$ cat src/include/wus_pkg.sv
// waveform uart streamer: shared constants, types and helper functions
// Contract
// config bits 4:1 select the link bit rate
// config bits 6:5 pick raw or compensated samples
// one sample per enabled channel at 4 kHz
// fixed channel order phase a v to auxiliary_input_5
// per-channel enable bits, phase a voltage at bit 7
// disabled channels skipped, no gaps in stream
// word is 24-bit value over 8-bit id
// values clamped to plus or minus 8388607
// four bytes per word, id byte first
// twelve channels need at least 3072000 baud
// minimum baud per enabled channel count
// too-slow config write raises the error indication
// samples dropped rather than stalling sampling
// receiver aligns on ids 0,1,2,3 four bytes apart
// software should prefer 3072 kbps
// id is position in fixed order
// 8n1 framing, line idles high
`default_nettype none
package wus_pkg;
   localparam int CLK_HZ = 25_000_000;
   localparam int CLK_MHZ = CLK_HZ / 1_000_000;
   // sample period as a time, then in cycles
   localparam int SAMPLE_PERIOD_US = 250;
   localparam int SAMPLE_CYCLES = SAMPLE_PERIOD_US * CLK_MHZ;
   localparam int NCH = 12;
   localparam int CH_W = 4;
   localparam logic [CH_W-1:0] CH_FIRST = 4'h0;
   localparam logic [CH_W-1:0] CH_NONE = 4'hC;
   localparam int IN_W = 28;
   localparam int VAL_W = 24;
   localparam int ID_W = 8;
   localparam int WORD_W = 32;
   localparam int BYTE_W = 8;
   localparam logic [1:0] BYTE_FIRST = 2'h0;
   localparam logic [1:0] BYTE_LAST = 2'h3;
   localparam logic signed [IN_W-1:0] SAT_HI = 28'sh07F_FFFF;
   localparam logic signed [IN_W-1:0] SAT_LO = -SAT_HI;
   localparam int FRAME_BITS = 10;
   localparam int DIV_W = 8;
   // register bus
   localparam int ADDR_W = 12;
   localparam int DATA_W = 32;
   localparam logic [ADDR_W-1:0] REG_CONFIG = 12'h000;
   localparam logic [ADDR_W-1:0] REG_STATUS = 12'h004;
   localparam logic [ADDR_W-1:0] REG_MASK = 12'h008;
   localparam logic [ADDR_W-1:0] REG_STATE = 12'h00C;
   localparam logic [DATA_W-1:0] CFG_RESET = 32'h0000_0000;
   localparam int CFG_BAUD_LSB = 1;
   localparam int CFG_BAUD_W = 4;
   localparam int CFG_SRC_LSB = 5;
   localparam int CFG_SRC_W = 2;
   localparam int CFG_EN_LSB = 7;
   localparam logic [CFG_SRC_W-1:0] SRC_COMP = 2'h1;
   // status and mask bits
   localparam int ST_W = 3;
   localparam int ST_BAUD_ERR = 0;
   localparam int ST_DROP = 1;
   localparam int ST_SENT = 2;
   // receiver alignment: ids 1..3 must follow the id 0 word
   localparam logic [ID_W-1:0] ID_SYNC = 8'h00;
   localparam logic [1:0] SYNC_CHECKS_LAST = 2'h2;

   typedef logic [NCH-1:0][IN_W-1:0] wus_sample_arr_t;

   // bit rate for each baud code; codes above 5 fall back to a slow rate
   function automatic int baud_rate(input logic [CFG_BAUD_W-1:0] code);
      case (code)
         4'h0: return 256_000;
         4'h1: return 512_000;
         4'h2: return 1_024_000;
         4'h3: return 1_536_000;
         4'h4: return 2_048_000;
         4'h5: return 3_072_000;
         default: return 115_200;
      endcase
   endfunction

   // clock cycles per bit, rounded to nearest
   function automatic logic [DIV_W-1:0] clk_div(input logic [CFG_BAUD_W-1:0] code);
      int r;
      r = baud_rate(code);
      return DIV_W'((CLK_HZ + r / 2) / r);
   endfunction

   function automatic logic [CH_W-1:0] ones(input logic [NCH-1:0] v);
      logic [CH_W-1:0] n;
      n = '0;
      for (int i = 0; i < NCH; i++) begin
         n = n + CH_W'(v[i]);
      end
      return n;
   endfunction

   // least bit rate that carries n channels
   function automatic int min_baud(input logic [CH_W-1:0] n);
      if (n == 4'hC) return 3_072_000;
      if (n >= 4'h9) return 2_048_000;
      if (n >= 4'h6) return 1_536_000;
      if (n >= 4'h3) return 1_024_000;
      if (n == 4'h2) return 512_000;
      if (n == 4'h1) return 256_000;
      return 0;
   endfunction
endpackage
`default_nettype wire

$ cat src/include/wus_link_if.sv
// waveform uart streamer: link between device and receiver
`timescale 1ns/1ps
`default_nettype none
interface wus_link_if;
   logic txd;
   logic stream_err;
   modport dev (output txd, output stream_err);
   modport host (input txd, input stream_err);
endinterface
`default_nettype wire

$ cat src/wus_streamer.sv
// waveform uart streamer, device end: sampler, framer and apb register slave
//
// The implementer's own choices: the placing of the registers and register access over APB.
`timescale 1ns/1ps
`default_nettype none
module wus_streamer #(
   parameter int SAMPLE_CYCLES = wus_pkg::SAMPLE_CYCLES
) (
   input wire logic clk,
   input wire logic resetn,
   input wire logic psel,
   input wire logic penable,
   input wire logic pwrite,
   input wire logic [wus_pkg::ADDR_W-1:0] paddr,
   input wire logic [wus_pkg::DATA_W-1:0] pwdata,
   output logic [wus_pkg::DATA_W-1:0] prdata,
   output logic pready,
   output logic pslverr,
   input wire wus_pkg::wus_sample_arr_t raw_samples,
   input wire wus_pkg::wus_sample_arr_t comp_samples,
   output logic irq,
   wus_link_if.dev link
);
   import wus_pkg::*;
   localparam int TMR_W = $clog2(SAMPLE_CYCLES);
   localparam logic [TMR_W-1:0] TMR_LAST = TMR_W'(SAMPLE_CYCLES - 1);

   // first enabled channel at or after a start position in the fixed order
   function automatic logic [CH_W-1:0] next_en(input logic [NCH-1:0] en, input logic [CH_W-1:0] from);
      logic [CH_W-1:0] r;
      r = CH_NONE;
      for (int i = NCH - 1; i >= 0; i--) begin
         if (en[i] && (CH_W'(i) >= from)) begin
            r = CH_W'(i);
         end
      end
      return r;
   endfunction

   // symmetric clamp, so the most negative 24-bit code never appears
   function automatic logic [VAL_W-1:0] saturate(input logic signed [IN_W-1:0] v);
      logic [VAL_W-1:0] r;
      r = v[VAL_W-1:0];
      if (v > SAT_HI) begin
         r = SAT_HI[VAL_W-1:0];
      end else if (v < SAT_LO) begin
         r = SAT_LO[VAL_W-1:0];
      end
      return r;
   endfunction

   logic [DATA_W-1:0] cfg_q;
   logic [DATA_W-1:0] prdata_q;
   logic pready_q;
   logic pslverr_q;
   logic irq_q;
   logic err_q;
   logic [ST_W-1:0] sts_q;
   logic [ST_W-1:0] sts_d;
   logic [ST_W-1:0] mask_q;
   logic [TMR_W-1:0] tmr_q;
   logic busy_q;
   logic [CH_W-1:0] ch_q;
   logic [1:0] byte_q;
   logic [NCH-1:0] en_q;
   logic [VAL_W-1:0] snap_q [NCH];
   logic tx_ready;

   // apb phases: answer one cycle into the access phase
   wire logic acc = psel && penable && !pready_q;
   wire logic done = psel && penable && pready_q;
   wire logic wr = done && pwrite;
   wire logic hit_cfg = (paddr == REG_CONFIG);
   wire logic hit_sts = (paddr == REG_STATUS);
   wire logic hit_mask = (paddr == REG_MASK);
   wire logic hit_state = (paddr == REG_STATE);
   wire logic hit = hit_cfg || hit_sts || hit_mask || hit_state;

   // live configuration fields
   wire logic [CFG_BAUD_W-1:0] baud_sel = cfg_q[CFG_BAUD_LSB +: CFG_BAUD_W];
   wire logic [CFG_SRC_W-1:0] src_sel = cfg_q[CFG_SRC_LSB +: CFG_SRC_W];
   wire logic [NCH-1:0] en_live = cfg_q[CFG_EN_LSB +: NCH];
   wire logic use_comp = (src_sel == SRC_COMP);
   wire logic [DIV_W-1:0] bit_div = clk_div(baud_sel);

   // rate check on the value being written, not the stored one
   wire logic [NCH-1:0] wr_en = pwdata[CFG_EN_LSB +: NCH];
   wire logic [CFG_BAUD_W-1:0] wr_baud = pwdata[CFG_BAUD_LSB +: CFG_BAUD_W];
   wire logic cfg_wr = wr && hit_cfg;
   wire logic bad_cfg = baud_rate(wr_baud) < min_baud(ones(wr_en));

   // sample period timing and frame walk
   wire logic tick = (tmr_q == '0);
   wire logic [CH_W-1:0] first_ch = next_en(en_live, CH_FIRST);
   wire logic start = tick && !busy_q && (first_ch != CH_NONE);
   wire logic drop = tick && busy_q;
   wire logic take = busy_q && tx_ready;
   wire logic last_byte = (byte_q == BYTE_LAST);
   wire logic [CH_W-1:0] nxt_ch = next_en(en_q, ch_q + 1'b1);
   wire logic frame_end = take && last_byte && (nxt_ch == CH_NONE);
   wire logic [WORD_W-1:0] tx_word = {snap_q[ch_q], ID_W'(ch_q)};
   wire logic [BYTE_W-1:0] tx_byte = tx_word[{byte_q, 3'b000} +: BYTE_W];

   wire logic [ST_W-1:0] ev = {frame_end, drop, cfg_wr && bad_cfg};
   wire logic [ST_W-1:0] clr = (wr && hit_sts) ? pwdata[ST_W-1:0] : '0;
   wire logic [DATA_W-1:0] state_word = DATA_W'({err_q, busy_q, ones(en_live)});
   wire logic [DATA_W-1:0] rdata = hit_cfg ? cfg_q :
                                   hit_sts ? DATA_W'(sts_q) :
                                   hit_mask ? DATA_W'(mask_q) :
                                   hit_state ? state_word : '0;

   // a new event wins over a clear in the same cycle
   assign sts_d = (sts_q & ~clr) | ev;

   // bus answer registers; unmapped addresses answer with an error
   always_ff @(posedge clk or negedge resetn) begin
      if (!resetn) begin
         pready_q <= 1'b0;
         pslverr_q <= 1'b0;
         prdata_q <= '0;
      end else begin
         pready_q <= acc;
         pslverr_q <= acc && !hit;
         if (acc) begin
            prdata_q <= rdata;
         end
      end
   end

   // software registers, written only at the completing edge
   always_ff @(posedge clk or negedge resetn) begin
      if (!resetn) begin
         cfg_q <= CFG_RESET;
         mask_q <= '0;
      end else if (wr && hit_cfg) begin
         cfg_q <= pwdata;
      end else if (wr && hit_mask) begin
         mask_q <= pwdata[ST_W-1:0];
      end
   end

   // error pin follows the last configuration write
   always_ff @(posedge clk or negedge resetn) begin
      if (!resetn) begin
         err_q <= 1'b0;
      end else if (cfg_wr) begin
         err_q <= bad_cfg;
      end
   end

   // sticky status and level interrupt
   always_ff @(posedge clk or negedge resetn) begin
      if (!resetn) begin
         sts_q <= '0;
         irq_q <= 1'b0;
      end else begin
         sts_q <= sts_d;
         irq_q <= |(sts_d & mask_q);
      end
   end

   // free running 4 khz period timer; never stalled by the link
   always_ff @(posedge clk or negedge resetn) begin
      if (!resetn) begin
         tmr_q <= TMR_LAST;
      end else if (tick) begin
         tmr_q <= TMR_LAST;
      end else begin
         tmr_q <= tmr_q - 1'b1;
      end
   end

   // frame walk; a period that finds the link busy is skipped whole
   always_ff @(posedge clk or negedge resetn) begin
      if (!resetn) begin
         busy_q <= 1'b0;
         ch_q <= CH_FIRST;
         byte_q <= BYTE_FIRST;
         en_q <= '0;
      end else if (start) begin
         busy_q <= 1'b1;
         ch_q <= first_ch;
         byte_q <= BYTE_FIRST;
         en_q <= en_live;
      end else if (take) begin
         byte_q <= byte_q + 1'b1;
         if (last_byte) begin
            ch_q <= nxt_ch;
            busy_q <= (nxt_ch != CH_NONE);
         end
      end
   end

   // per channel snapshot, so a frame is coherent while it drains
   for (genvar c = 0; c < NCH; c++) begin : g_snap
      always_ff @(posedge clk or negedge resetn) begin
         if (!resetn) begin
            snap_q[c] <= '0;
         end else if (start) begin
            snap_q[c] <= saturate(use_comp ? comp_samples[c] : raw_samples[c]);
         end
      end
   end

   // serialiser; its line output is a flip-flop
   wus_uart_tx u_tx (
      .clk(clk),
      .resetn(resetn),
      .bit_div(bit_div),
      .tx_byte(tx_byte),
      .tx_valid(busy_q),
      .tx_ready(tx_ready),
      .txd(link.txd)
   );

   assign link.stream_err = err_q;
   assign prdata = prdata_q;
   assign pready = pready_q;
   assign pslverr = pslverr_q;
   assign irq = irq_q;
endmodule
`default_nettype wire

$ cat src/wus_uart_tx.sv
// waveform uart streamer: byte serialiser, 8n1
`timescale 1ns/1ps
`default_nettype none
module wus_uart_tx (
   input wire logic clk,
   input wire logic resetn,
   input wire logic [wus_pkg::DIV_W-1:0] bit_div,
   input wire logic [wus_pkg::BYTE_W-1:0] tx_byte,
   input wire logic tx_valid,
   output logic tx_ready,
   output logic txd
);
   import wus_pkg::*;
   logic [FRAME_BITS-1:0] shift_q;
   logic [CH_W-1:0] cnt_q;
   logic [DIV_W-1:0] tmr_q;
   logic busy_q;

   wire logic bit_end = busy_q && (tmr_q == '0);
   // the last bit end frees the shifter, so the next byte follows its stop bit with no idle cycle
   wire logic last_end = bit_end && (cnt_q == '0);
   wire logic can_load = !busy_q || last_end;
   wire logic load = tx_valid && can_load;
   wire logic [DIV_W-1:0] tmr_top = bit_div - 1'b1;

   // shifter: start bit, data lsb first, stop bit; all ones when idle
   always_ff @(posedge clk or negedge resetn) begin
      if (!resetn) begin
         shift_q <= '1;
         busy_q <= 1'b0;
         cnt_q <= '0;
         tmr_q <= '0;
      end else if (load) begin
         shift_q <= {1'b1, tx_byte, 1'b0};
         busy_q <= 1'b1;
         cnt_q <= CH_W'(FRAME_BITS - 1);
         tmr_q <= tmr_top;
      end else if (bit_end) begin
         shift_q <= {1'b1, shift_q[FRAME_BITS-1:1]};
         tmr_q <= tmr_top;
         busy_q <= (cnt_q != '0);
         cnt_q <= cnt_q - 1'b1;
      end else if (busy_q) begin
         tmr_q <= tmr_q - 1'b1;
      end
   end

   assign txd = shift_q[0];
   assign tx_ready = can_load;
endmodule
`default_nettype wire

$ cat src/flat_wrapper.sv
// flat-port wrapper written by rule: the top's interface ports become plain ports
module wus_streamer_flat import wus_pkg::*;
#(
   parameter int SAMPLE_CYCLES = wus_pkg::SAMPLE_CYCLES
)
  (clk, resetn, psel, penable, pwrite, paddr, pwdata, prdata, pready, pslverr, raw_samples, comp_samples, irq, link_txd, link_stream_err);
  wus_link_if link_i ();
  input wire logic clk;
  input wire logic resetn;
  input wire logic psel;
  input wire logic penable;
  input wire logic pwrite;
  input wire logic [wus_pkg::ADDR_W-1:0] paddr;
  input wire logic [wus_pkg::DATA_W-1:0] pwdata;
  output logic [wus_pkg::DATA_W-1:0] prdata;
  output logic pready;
  output logic pslverr;
  input wire wus_pkg::wus_sample_arr_t raw_samples;
  input wire wus_pkg::wus_sample_arr_t comp_samples;
  output logic irq;
  output wire logic [$bits(link_i.txd)-1:0] link_txd;
  output wire logic [$bits(link_i.stream_err)-1:0] link_stream_err;
  assign link_txd = link_i.txd;
  assign link_stream_err = link_i.stream_err;
  wus_streamer #(.SAMPLE_CYCLES(SAMPLE_CYCLES)) u_core (.clk(clk), .resetn(resetn), .psel(psel), .penable(penable), .pwrite(pwrite), .paddr(paddr), .pwdata(pwdata), .prdata(prdata), .pready(pready), .pslverr(pslverr), .raw_samples(raw_samples), .comp_samples(comp_samples), .irq(irq), .link(link_i));
endmodule
$ cat config.mk
export PLATFORM = sky130hd
export DESIGN_NAME = wus_streamer_flat
export DESIGN_NICKNAME = d
export VERILOG_FILES = /design/src/include/wus_pkg.sv /design/src/include/wus_link_if.sv /design/src/wus_streamer.sv /design/src/wus_uart_tx.sv /design/src/flat_wrapper.sv
export SDC_FILE = /design/constraint.sdc
export NUM_CORES = 1
export LEC_CHECK = 0
export BUFFER_PORTS_ARGS = -buffer_cell sky130_fd_sc_hd__buf_2
export CORE_MARGIN = 2
export CORE_UTILIZATION = 28
export CTS_BUF_LIST = sky130_fd_sc_hd__clkbuf_4
export CTS_CLUSTER_DIAMETER = 120
export CTS_CLUSTER_SIZE = 12
export DETAILED_ROUTE_END_ITERATION = 10
export SLEW_MARGIN = 20
export SYNTH_ARGS = -nofsm -noshare
export SYNTH_HDL_FRONTEND = slang
export SYNTH_SLANG_ARGS = --single-unit
$ cat constraint.sdc
create_clock -name clk -period 37.5 [get_ports clk]
set_clock_uncertainty 0.2 [all_clocks]
set_input_delay 1.875 -clock clk [delete_from_list [all_inputs] [get_ports clk]]
set_output_delay 1.875 -clock clk [all_outputs]
set_load 0.01 [all_outputs]
==> results of run 1 <==
## worst max-delay path, delay by kind of cell (launching register included)
| family | cells | cell delay, ps |
|---|---|---|
| simple gates | 59 | 9560 |
| buf+inv | 12 | 1940 |
| compound gates | 79 | 14690 |
| flops | 1 | 510 |
| mux | 4 | 1340 |
| fa+ha+maj | 17 | 5470 |
| xor+xnor | 4 | 810 |
## path summary, 6_finish.rpt
| check | endpoint | slack (ps) | from |
|---|---|---|---|
| worst max-delay path | u_core.u_tx.tmr_q[5] | 2870 | u_core.cfg_q[2] |
| worst min-delay path | u_core.u_tx.shift_q[0] | 270 | u_core.u_tx.shift_q[1] |
| worst max register to register | u_core.u_tx.tmr_q[5] | 2870 | u_core.cfg_q[2] |
| worst min register to register | u_core.u_tx.shift_q[0] | 270 | u_core.u_tx.shift_q[1] |
| max in group asynchronous | u_core.snap_q[137] | 33090 | resetn |
| min in group asynchronous | u_core.cfg_q[13] | 810 | resetn |
## through the flow
step | instances | setup TNS [ps]
floorplan | 4142 | 0
global placement | 6838 | 0
detailed placement | 6838 | 0
CTS | 6904 | 0
global route | 6924 | -40.37
finish | 6928 | 0
## state kept, by name, summed over array words and instances (netlist names)
signal	count
u_core.busy_q	1
u_core.mask_q	3
u_core.u_tx.cnt_q	4
u_core.irq	1
u_core.en_q	12
u_core.snap_q	288
u_core.u_tx.tmr_q	8
u_core.cfg_q	32
u_core.link.stream_err	1
u_core.tmr_q	13
u_core.byte_q	2
u_core.u_tx.shift_q	9
u_core.pready	1
u_core.u_tx.busy_q	1
u_core.sts_q	3
u_core.ch_q	4
u_core.prdata	32
u_core.pslverr	1
## routing by layer
metal / vias to the layer above / global-route usage [%] / part of all wire, %
met5: - / 0 / 0.095
met4: 26 / 11.46 / 4.9
met3: 297 / 3.559 / 5.8
met2: 1346 / 40.87 / 47
met1: 18170 / 30.86 / 42
li1: 17570 / - / -
## power groups by stage
stage                     sequential [mW]  clock (mW)  combinational (mW)
after floorplan                     0.498           0                1.38
after global placement              0.505           0                2.46
after detailed placement            0.505           0                2.47
after CTS                           0.497       0.256                2.48
after global routing                0.501       0.269                2.74
final                               0.498       0.248                2.49
## what timing repair did
| action | in CTS | in global routing |
|---|---|---|
| gates resized for setup | 0 | 22 |
| setup buffers | 0 | 5 |
| setup endpoints to repair | 0 | 8 |
## final cells by class
type                       count  area (um^2)  share of cell area (%)
sequential                   416        10440                   22.77
inverter                     131        491.7                   1.072
clock inverter                 2        35.03                 0.07640
antenna                       18        45.04                 0.09823
clock buffer                  64        480.5                   1.048
timing repair buffer        1174         6942                   15.14
multi-input combinational   3368        25230                   55.01
tap                         1755         2196                   4.789
## cells in the mapped netlist (all sizes together) (28+ instances only)
| cell | n | area (um^2) |
|---|---|---|
| dfrtp | 401 | 10030 |
| a21oi | 364 | 1844 |
| nand2 | 334 | 1254 |
| mux2i | 320 | 3203 |
| nor2 | 248 | 943.4 |
| a21o | 211 | 1584 |
| o21ai | 206 | 1046 |
| ha | 199 | 2490 |
| clkbuf | 176 | 661.9 |
| o21a | 145 | 1089 |
| o211ai | 139 | 1054 |
| inv | 130 | 488.0 |
| xnor2 | 110 | 963.4 |
| nand4 | 107 | 675.7 |
| nand3 | 101 | 505.5 |
| nor3 | 87 | 466.7 |
| mux4 | 82 | 1847 |
| mux2 | 71 | 803.3 |
| xor2 | 56 | 490.5 |
| nor4 | 55 | 359.1 |
| buf | 52 | 207.7 |
| nand2b | 50 | 312.8 |
| nor2b | 41 | 256.5 |
| a31oi | 32 | 221.5 |
| and2 | 30 | 187.7 |
| and3 | 28 | 175.2 |
## cell families after synthesis
| kind of cell | Yosys count |
|---|---|
| xor+xnor | 166 |
| flops | 416 |
| buf+inv | 359 |
| simple gates | 1176 |
| mux | 473 |
| fa+ha+maj | 218 |
| other cells | 2 |
| compound gates | 1327 |
==> run_results.csv, run 1 <==
group,metric,value,unit
job,timing.max_cap.violations,0,
setup_path,critical-path-slowest-cell,"sky130_fd_sc_hd__dfrtp_2",
cells_and_area,n_fill_cell,13640,
timing,finalSetupViolations,0,
clocking,tritoncts_buffers,40,
cells_and_area,final_nets,6065,
cells_and_area,area_delta_synth_final,24.58,%
setup_path,cp_max_fo,16,
cells_and_area,fin_util,35.01,%
clocking,cts_max_level,2,
synth,yosysWarningCount,0,
die,die-area,0.1344,mm^2
synth,synth_compound_area_share,24.40,%
route,drc,0,
clocking,clock_latency_on_the_worst_skew_pair,870,ps
setup_path,worst-r2r-cell-count,175,
clocking,tritoncts,"done",
synth,dominant_combinational_cell_family_by_area_after_synthesis,"compound AO/OA/AOI/OAI gates",
pwr,max-vdd-ir-drop,0.0001269,V
synth,synth_edf_count,0,
synth,ys_seq_elements,416,
run_status,run_status,"finished clean",
pwr,p_total,3.240,mW
die,num_io_pins,758,
timing,worstMarginPinSlew,1208,ps
clocking,root_buffer,"sky130_fd_sc_hd__clkbuf_4",
timing,layout_min_cycle_time,34630,ps
setup_path,cp_data_arrival_time,35180,ps
setup_path,worstPathRequired,38040,ps
synth,postSynthCellCount,4137,
synth,muxShareOfSynthArea,15.90,%
global_routing,grt_start_max_net_pins,102,
setup_path,critical_path.endpoint_type,"register",
route,routed-via-count,37410,
route,drt_wl_total,171.2,mm
pwr,switching_share,43.86,%
clocking,cts_hold_buffers,0,
synth,yosysUniqueCellTypes,125,
pwr,power.share.clock,7.6,%
pwr,power.density,70.67,mW/mm^2
synth,synth.avg_cell_area,8.898,um^2
route,detail_route.vias_per_cell,5.399,
setup_path,critical_path_class,"register to register",
synth,yosys.area_share.adder,7.669,%
global_routing,grt_pass1_wl,245.2,mm
timing,slew_headroom,17.19,%
setup_path,critical_path.max_stage_delay,510,ps
pwr,intPower,1.819,mW
placement,placed_area,0.04514,mm^2
placement,preCtsSetupSlack,1866,ps
cells_and_area,layout.cells.most_common_list,"756 x sky130_fd_sc_hd__buf_2, 416 x sky130_fd_sc_hd__buf_4, 396 x sky130_fd_sc_hd__dfrtp_1",
route,router_iterations_before_antenna_repair,5,
synth,synthesis.area,0.03681,mm^2
timing,worst_hold_margin,267.1,ps
route,detail_route.wl_per_cell,24.72,um
die,die_width,366.6,um
clocking,cts_max_path_buffers,3,
synth,synth-simple-area-share,16.03,%
min_path,worstHoldPathCells,2,
cells_and_area,mostFrequentLayoutCell,"sky130_fd_sc_hd__buf_2",
cells_and_area,final_cell_area,0.04586,mm^2
timing,fmaxAchievable,28.87,MHz
pwr,share_seq_of_total_power,15.4,%
synth,dominantRegCellSynth,"sky130_fd_sc_hd__dfrtp_1",
global_routing,grt_antenna_before_repair,48,
setup_path,crit_path_frequent_cell,"sky130_fd_sc_hd__a21oi_1",
pwr,switchingPower,1.421,mW
die,row_count,133,
timing,setup_ws,2867,ps
die,area_of_the_placeable_core,0.1310,mm^2
die,start_util,28.11,%
global_routing,grt.total_usage,24.41,%
cells_and_area,drive_gt1_share,29.52,%
pwr,p_leak,20.92,nW
route,drtIter0Drc,2637,
timing,fin_crit_sh,92.36,%
pwr,power.share.combinational,77.0,%
global_routing,first_global_vias,36900,
setup_path,worstSetupStartpointType,"register",
placement,portBuffers,757,
timing,finalHoldViolations,0,
timing,slew_viol_final,0,
clocking,cts_sinks,416,
clocking,worst_setup_hold_path_clk_slew,160,ps
synth,synth-async-reset-ratio,100.0,%
placement,detailedPlacementHpwl,139.9,mm
die,die_h,366.6,um
placement,place_congestion,1.024,
route,detail-route-antenna-nets,0,
min_path,min_path_type,"register to register",
synth,synth_sequential_area_ratio,28.33,%
global_routing,globalRouteOverflowTotal,0,
synth,synth_xor_xnor_area_share,3.950,%
No activity file was read; power rests on OpenSTA's default activity.
==> run 2: changes to the inputs <==
ABC_AREA = 1   (was unset)
==> run_results.csv, run 2 <==
group,metric,value,unit
setup_path,worstReg2RegStart,"u_core.cfg_q[4]",
synth,yosysWarningCount,0,
route,detail-route-antenna-nets,0,
cells_and_area,regMostFlops,"u_core.snap_q",
timing,worst_hold_margin,277.4,ps
clocking,cts_max_level,2,
clocking,cts_max_path_buffers,3,
timing,fmaxAchievable,32.72,MHz
route,detail_route.wl_per_cell,21.52,um
clocking,root_buffer,"sky130_fd_sc_hd__clkbuf_4",
cells_and_area,drive_gt1_share,21.21,%
clocking,cts_sinks,416,
global_routing,grt_pass1_wl,257.5,mm
synth,synth.avg_cell_area,6.939,um^2
global_routing,first_global_vias,40350,
timing,finalHoldViolations,0,
synth,yosys.area.top_type,"sky130_fd_sc_hd__dfrtp_1",
global_routing,grt_antenna_before_repair,30,
synth,synthTopCellsByCount,"1243 x sky130_fd_sc_hd__nand2_1, 724 x sky130_fd_sc_hd__o21ai_0, 575 x sky130_fd_sc_hd__inv_1",
setup_path,worst-r2r-cell-count,174,
cells_and_area,layout.cells.most_common_list,"1242 x sky130_fd_sc_hd__nand2_1, 756 x sky130_fd_sc_hd__buf_2, 722 x sky130_fd_sc_hd__o21ai_0",
synth,yosysTopAreaCellShare,25.41,%
cells_and_area,final_nets,7229,
min_path,hold_end,"u_core.tmr_q[0]",
placement,detailedPlacementHpwl,144.5,mm
setup_path,worstPathRequired,38160,ps
timing,setup-tns-final,0,ps
cells_and_area,final_cell_area,0.04562,mm^2
min_path,min_from,"u_core.tmr_q[0]",
die,start_util,28.26,%
die,area_of_the_placeable_core,0.1397,mm^2
synth,ys_seq_elements,416,
route,drt_wl_total,176.7,mm
synth,dominantRegCellSynth,"sky130_fd_sc_hd__dfrtp_1",
synth,yosysUniqueCellTypes,80,
timing,setup_repair_after_global_routing_missed_its_margin,"false",
setup_path,critical-path-slowest-cell,"sky130_fd_sc_hd__a2111oi_0",
cells_and_area,area_delta_synth_final,15.54,%
die,num_io_pins,758,
synth,postSynthCellCount,5690,
clocking,tritoncts_buffers,42,
die,die_width,379.5,um
placement,place_congestion,0.9653,
route,drtIter0Drc,3591,
die,row_count,137,
global_routing,grt.total_usage,23.56,%
clocking,tritoncts,"done",
synth,synthesis.area,0.03948,mm^2
clocking,postCtsSetupRepairBufs,0,
die,die-area,0.1440,mm^2
placement,portBuffers,757,
setup_path,critical_path.endpoint_type,"register",
route,detail_route.vias_per_cell,5.107,
setup_path,critical_path.max_stage_delay,660,ps
run_status,run_status,"finished clean",
clocking,worst_setup_hold_path_clk_slew,140,ps
setup_path,cp_data_arrival_time,31230,ps
cells_and_area,mostFrequentLayoutCell,"sky130_fd_sc_hd__nand2_1",
min_path,min_path_type,"register to register",
route,drc,0,
clocking,cts_hold_buffers,0,
synth,synth-async-reset-ratio,100.0,%
timing,layout_min_cycle_time,30570,ps
setup_path,worst-r2r-setup-slack,6930,ps
clocking,clock_latency_on_the_worst_skew_pair,960,ps
route,router_iterations_before_antenna_repair,6,
timing,slew_viol_final,0,
cells_and_area,largest_register_ff_count,288,
job,timing.max_cap.violations,0,
setup_path,timing.rr.end,"u_core.u_tx.tmr_q[6]",
synth,synthTopCellsByArea,"sky130_fd_sc_hd__dfrtp_1 25%, sky130_fd_sc_hd__nand2_1 12%, sky130_fd_sc_hd__o21ai_0 9.2%, sky130_fd_sc_hd__ha_1 6.3%, sky130_fd_sc_hd__inv_1 5.5%",
min_path,worstHoldPathCells,1,
timing,slew_headroom,25.83,%
timing,fin_crit_sh,81.51,%
cells_and_area,n_fill_cell,15390,
setup_path,cp_max_fo,27,
timing,finalSetupViolations,0,
synth,synth_sequential_area_ratio,26.41,%
global_routing,grt_start_max_net_pins,208,
setup_path,worstSetupStartpointType,"register",
synth,synth_most_common_cell,"sky130_fd_sc_hd__nand2_1",
synth,synth_edf_count,0,
timing,worstMarginPinSlew,1112,ps
die,die_h,379.5,um
cells_and_area,fin_util,32.66,%
global_routing,globalRouteOverflowTotal,0,
clocking,cts_resized,0,
route,routed-via-count,41930,
placement,placed_area,0.04506,mm^2
setup_path,critical_path_class,"register to register",
==> run 2: cell types whose count changed in the layout (fill, tap and decap cells not counted), sizes merged, moves of 178 or more <==
cell   change
nand2   +1039
o21ai    +528
inv      +470
buf      -369
nor2     +244
a21o     -204
mux2i    -180
nand3    +178
==> run 2: cell families (layout without fill, tap and decap cells) <==
group,count (synthesis),count (layout),share of synthesized area [%]
AND/OR/NAND/NOR,2413,2413,27.79
AO/OA/AOI/OAI,1343,1343,18.65
buffers and inverters,854,1478,8.594
flip-flops,416,416,26.41
multiplexers,313,313,8.483
adder cells (fa/ha/maj),213,213,7.016
XOR/XNOR,136,136,3.036
other,2,22,0.01902
==> run 2: worst max-delay path: cells and delay by family, from the launching register on <==
family / cells / cell delay [ps]
AOI/OAI and AO/OA: 43 / 8780
xor gates and xnor gates: 2 / 330
adders and majority gates: 17 / 5470
buffers and inverters: 32 / 4160
DFF: 1 / 490
and+or+nand+nor: 80 / 10890
==> run 2: cell type report <==
| type | count | area (um^2) | area share [%] |
|---|---|---|---|
| Multi-Input combinational cell | 4425 | 25810 | 56.57 |
| Sequential cell | 416 | 10430 | 22.87 |
| Timing Repair Buffer | 805 | 4163 | 9.125 |
| Tap cell | 1876 | 2347 | 5.145 |
| Inverter | 605 | 2315 | 5.074 |
| Clock buffer | 62 | 465.4 | 1.020 |
| Clock inverter | 6 | 51.30 | 0.1124 |
| Antenna cell | 15 | 37.54 | 0.08228 |
==> run 2: per-stage QoR <==
stage / cells / worst slack (ps)
3_3_place_gp: 8127 / 7441
6_report: 8210 / 6934
5_1_grt: 8207 / 3831
2_1_floorplan: 5695 / 10790
4_1_cts: 8195 / 7133
3_5_place_dp: 8127 / 7197
==> run 2: routing by layer <==
metal	up-vias	wire, um	GRT usage [%]
met2	1409	83980	40.09
met3	248	10400	3.739
met4	26	5925	7.430
met5	-	170	0
met1	19800	76200	30.38
li1	20450	-	-
==> run 2: how the worst max path moves through the flow <==
stage	slack, ps	end	cells past startpoint	from
after global placement	7440	u_core.u_tx.tmr_q[6]	178	u_core.cfg_q[4]
after CTS	7130	u_core.u_tx.tmr_q[6]	174	u_core.cfg_q[4]
after global routing	3830	u_core.u_tx.tmr_q[6]	176	u_core.cfg_q[4]
after detailed placement	7200	u_core.u_tx.tmr_q[6]	174	u_core.cfg_q[4]
final	6930	u_core.u_tx.tmr_q[6]	174	u_core.cfg_q[4]
after floorplan	10790	u_core.u_tx.tmr_q[6]	179	u_core.cfg_q[4]
Power of run 2 is not shown: default switching activity piles up to over one toggle a cycle in this logic, so the estimate is an artifact.
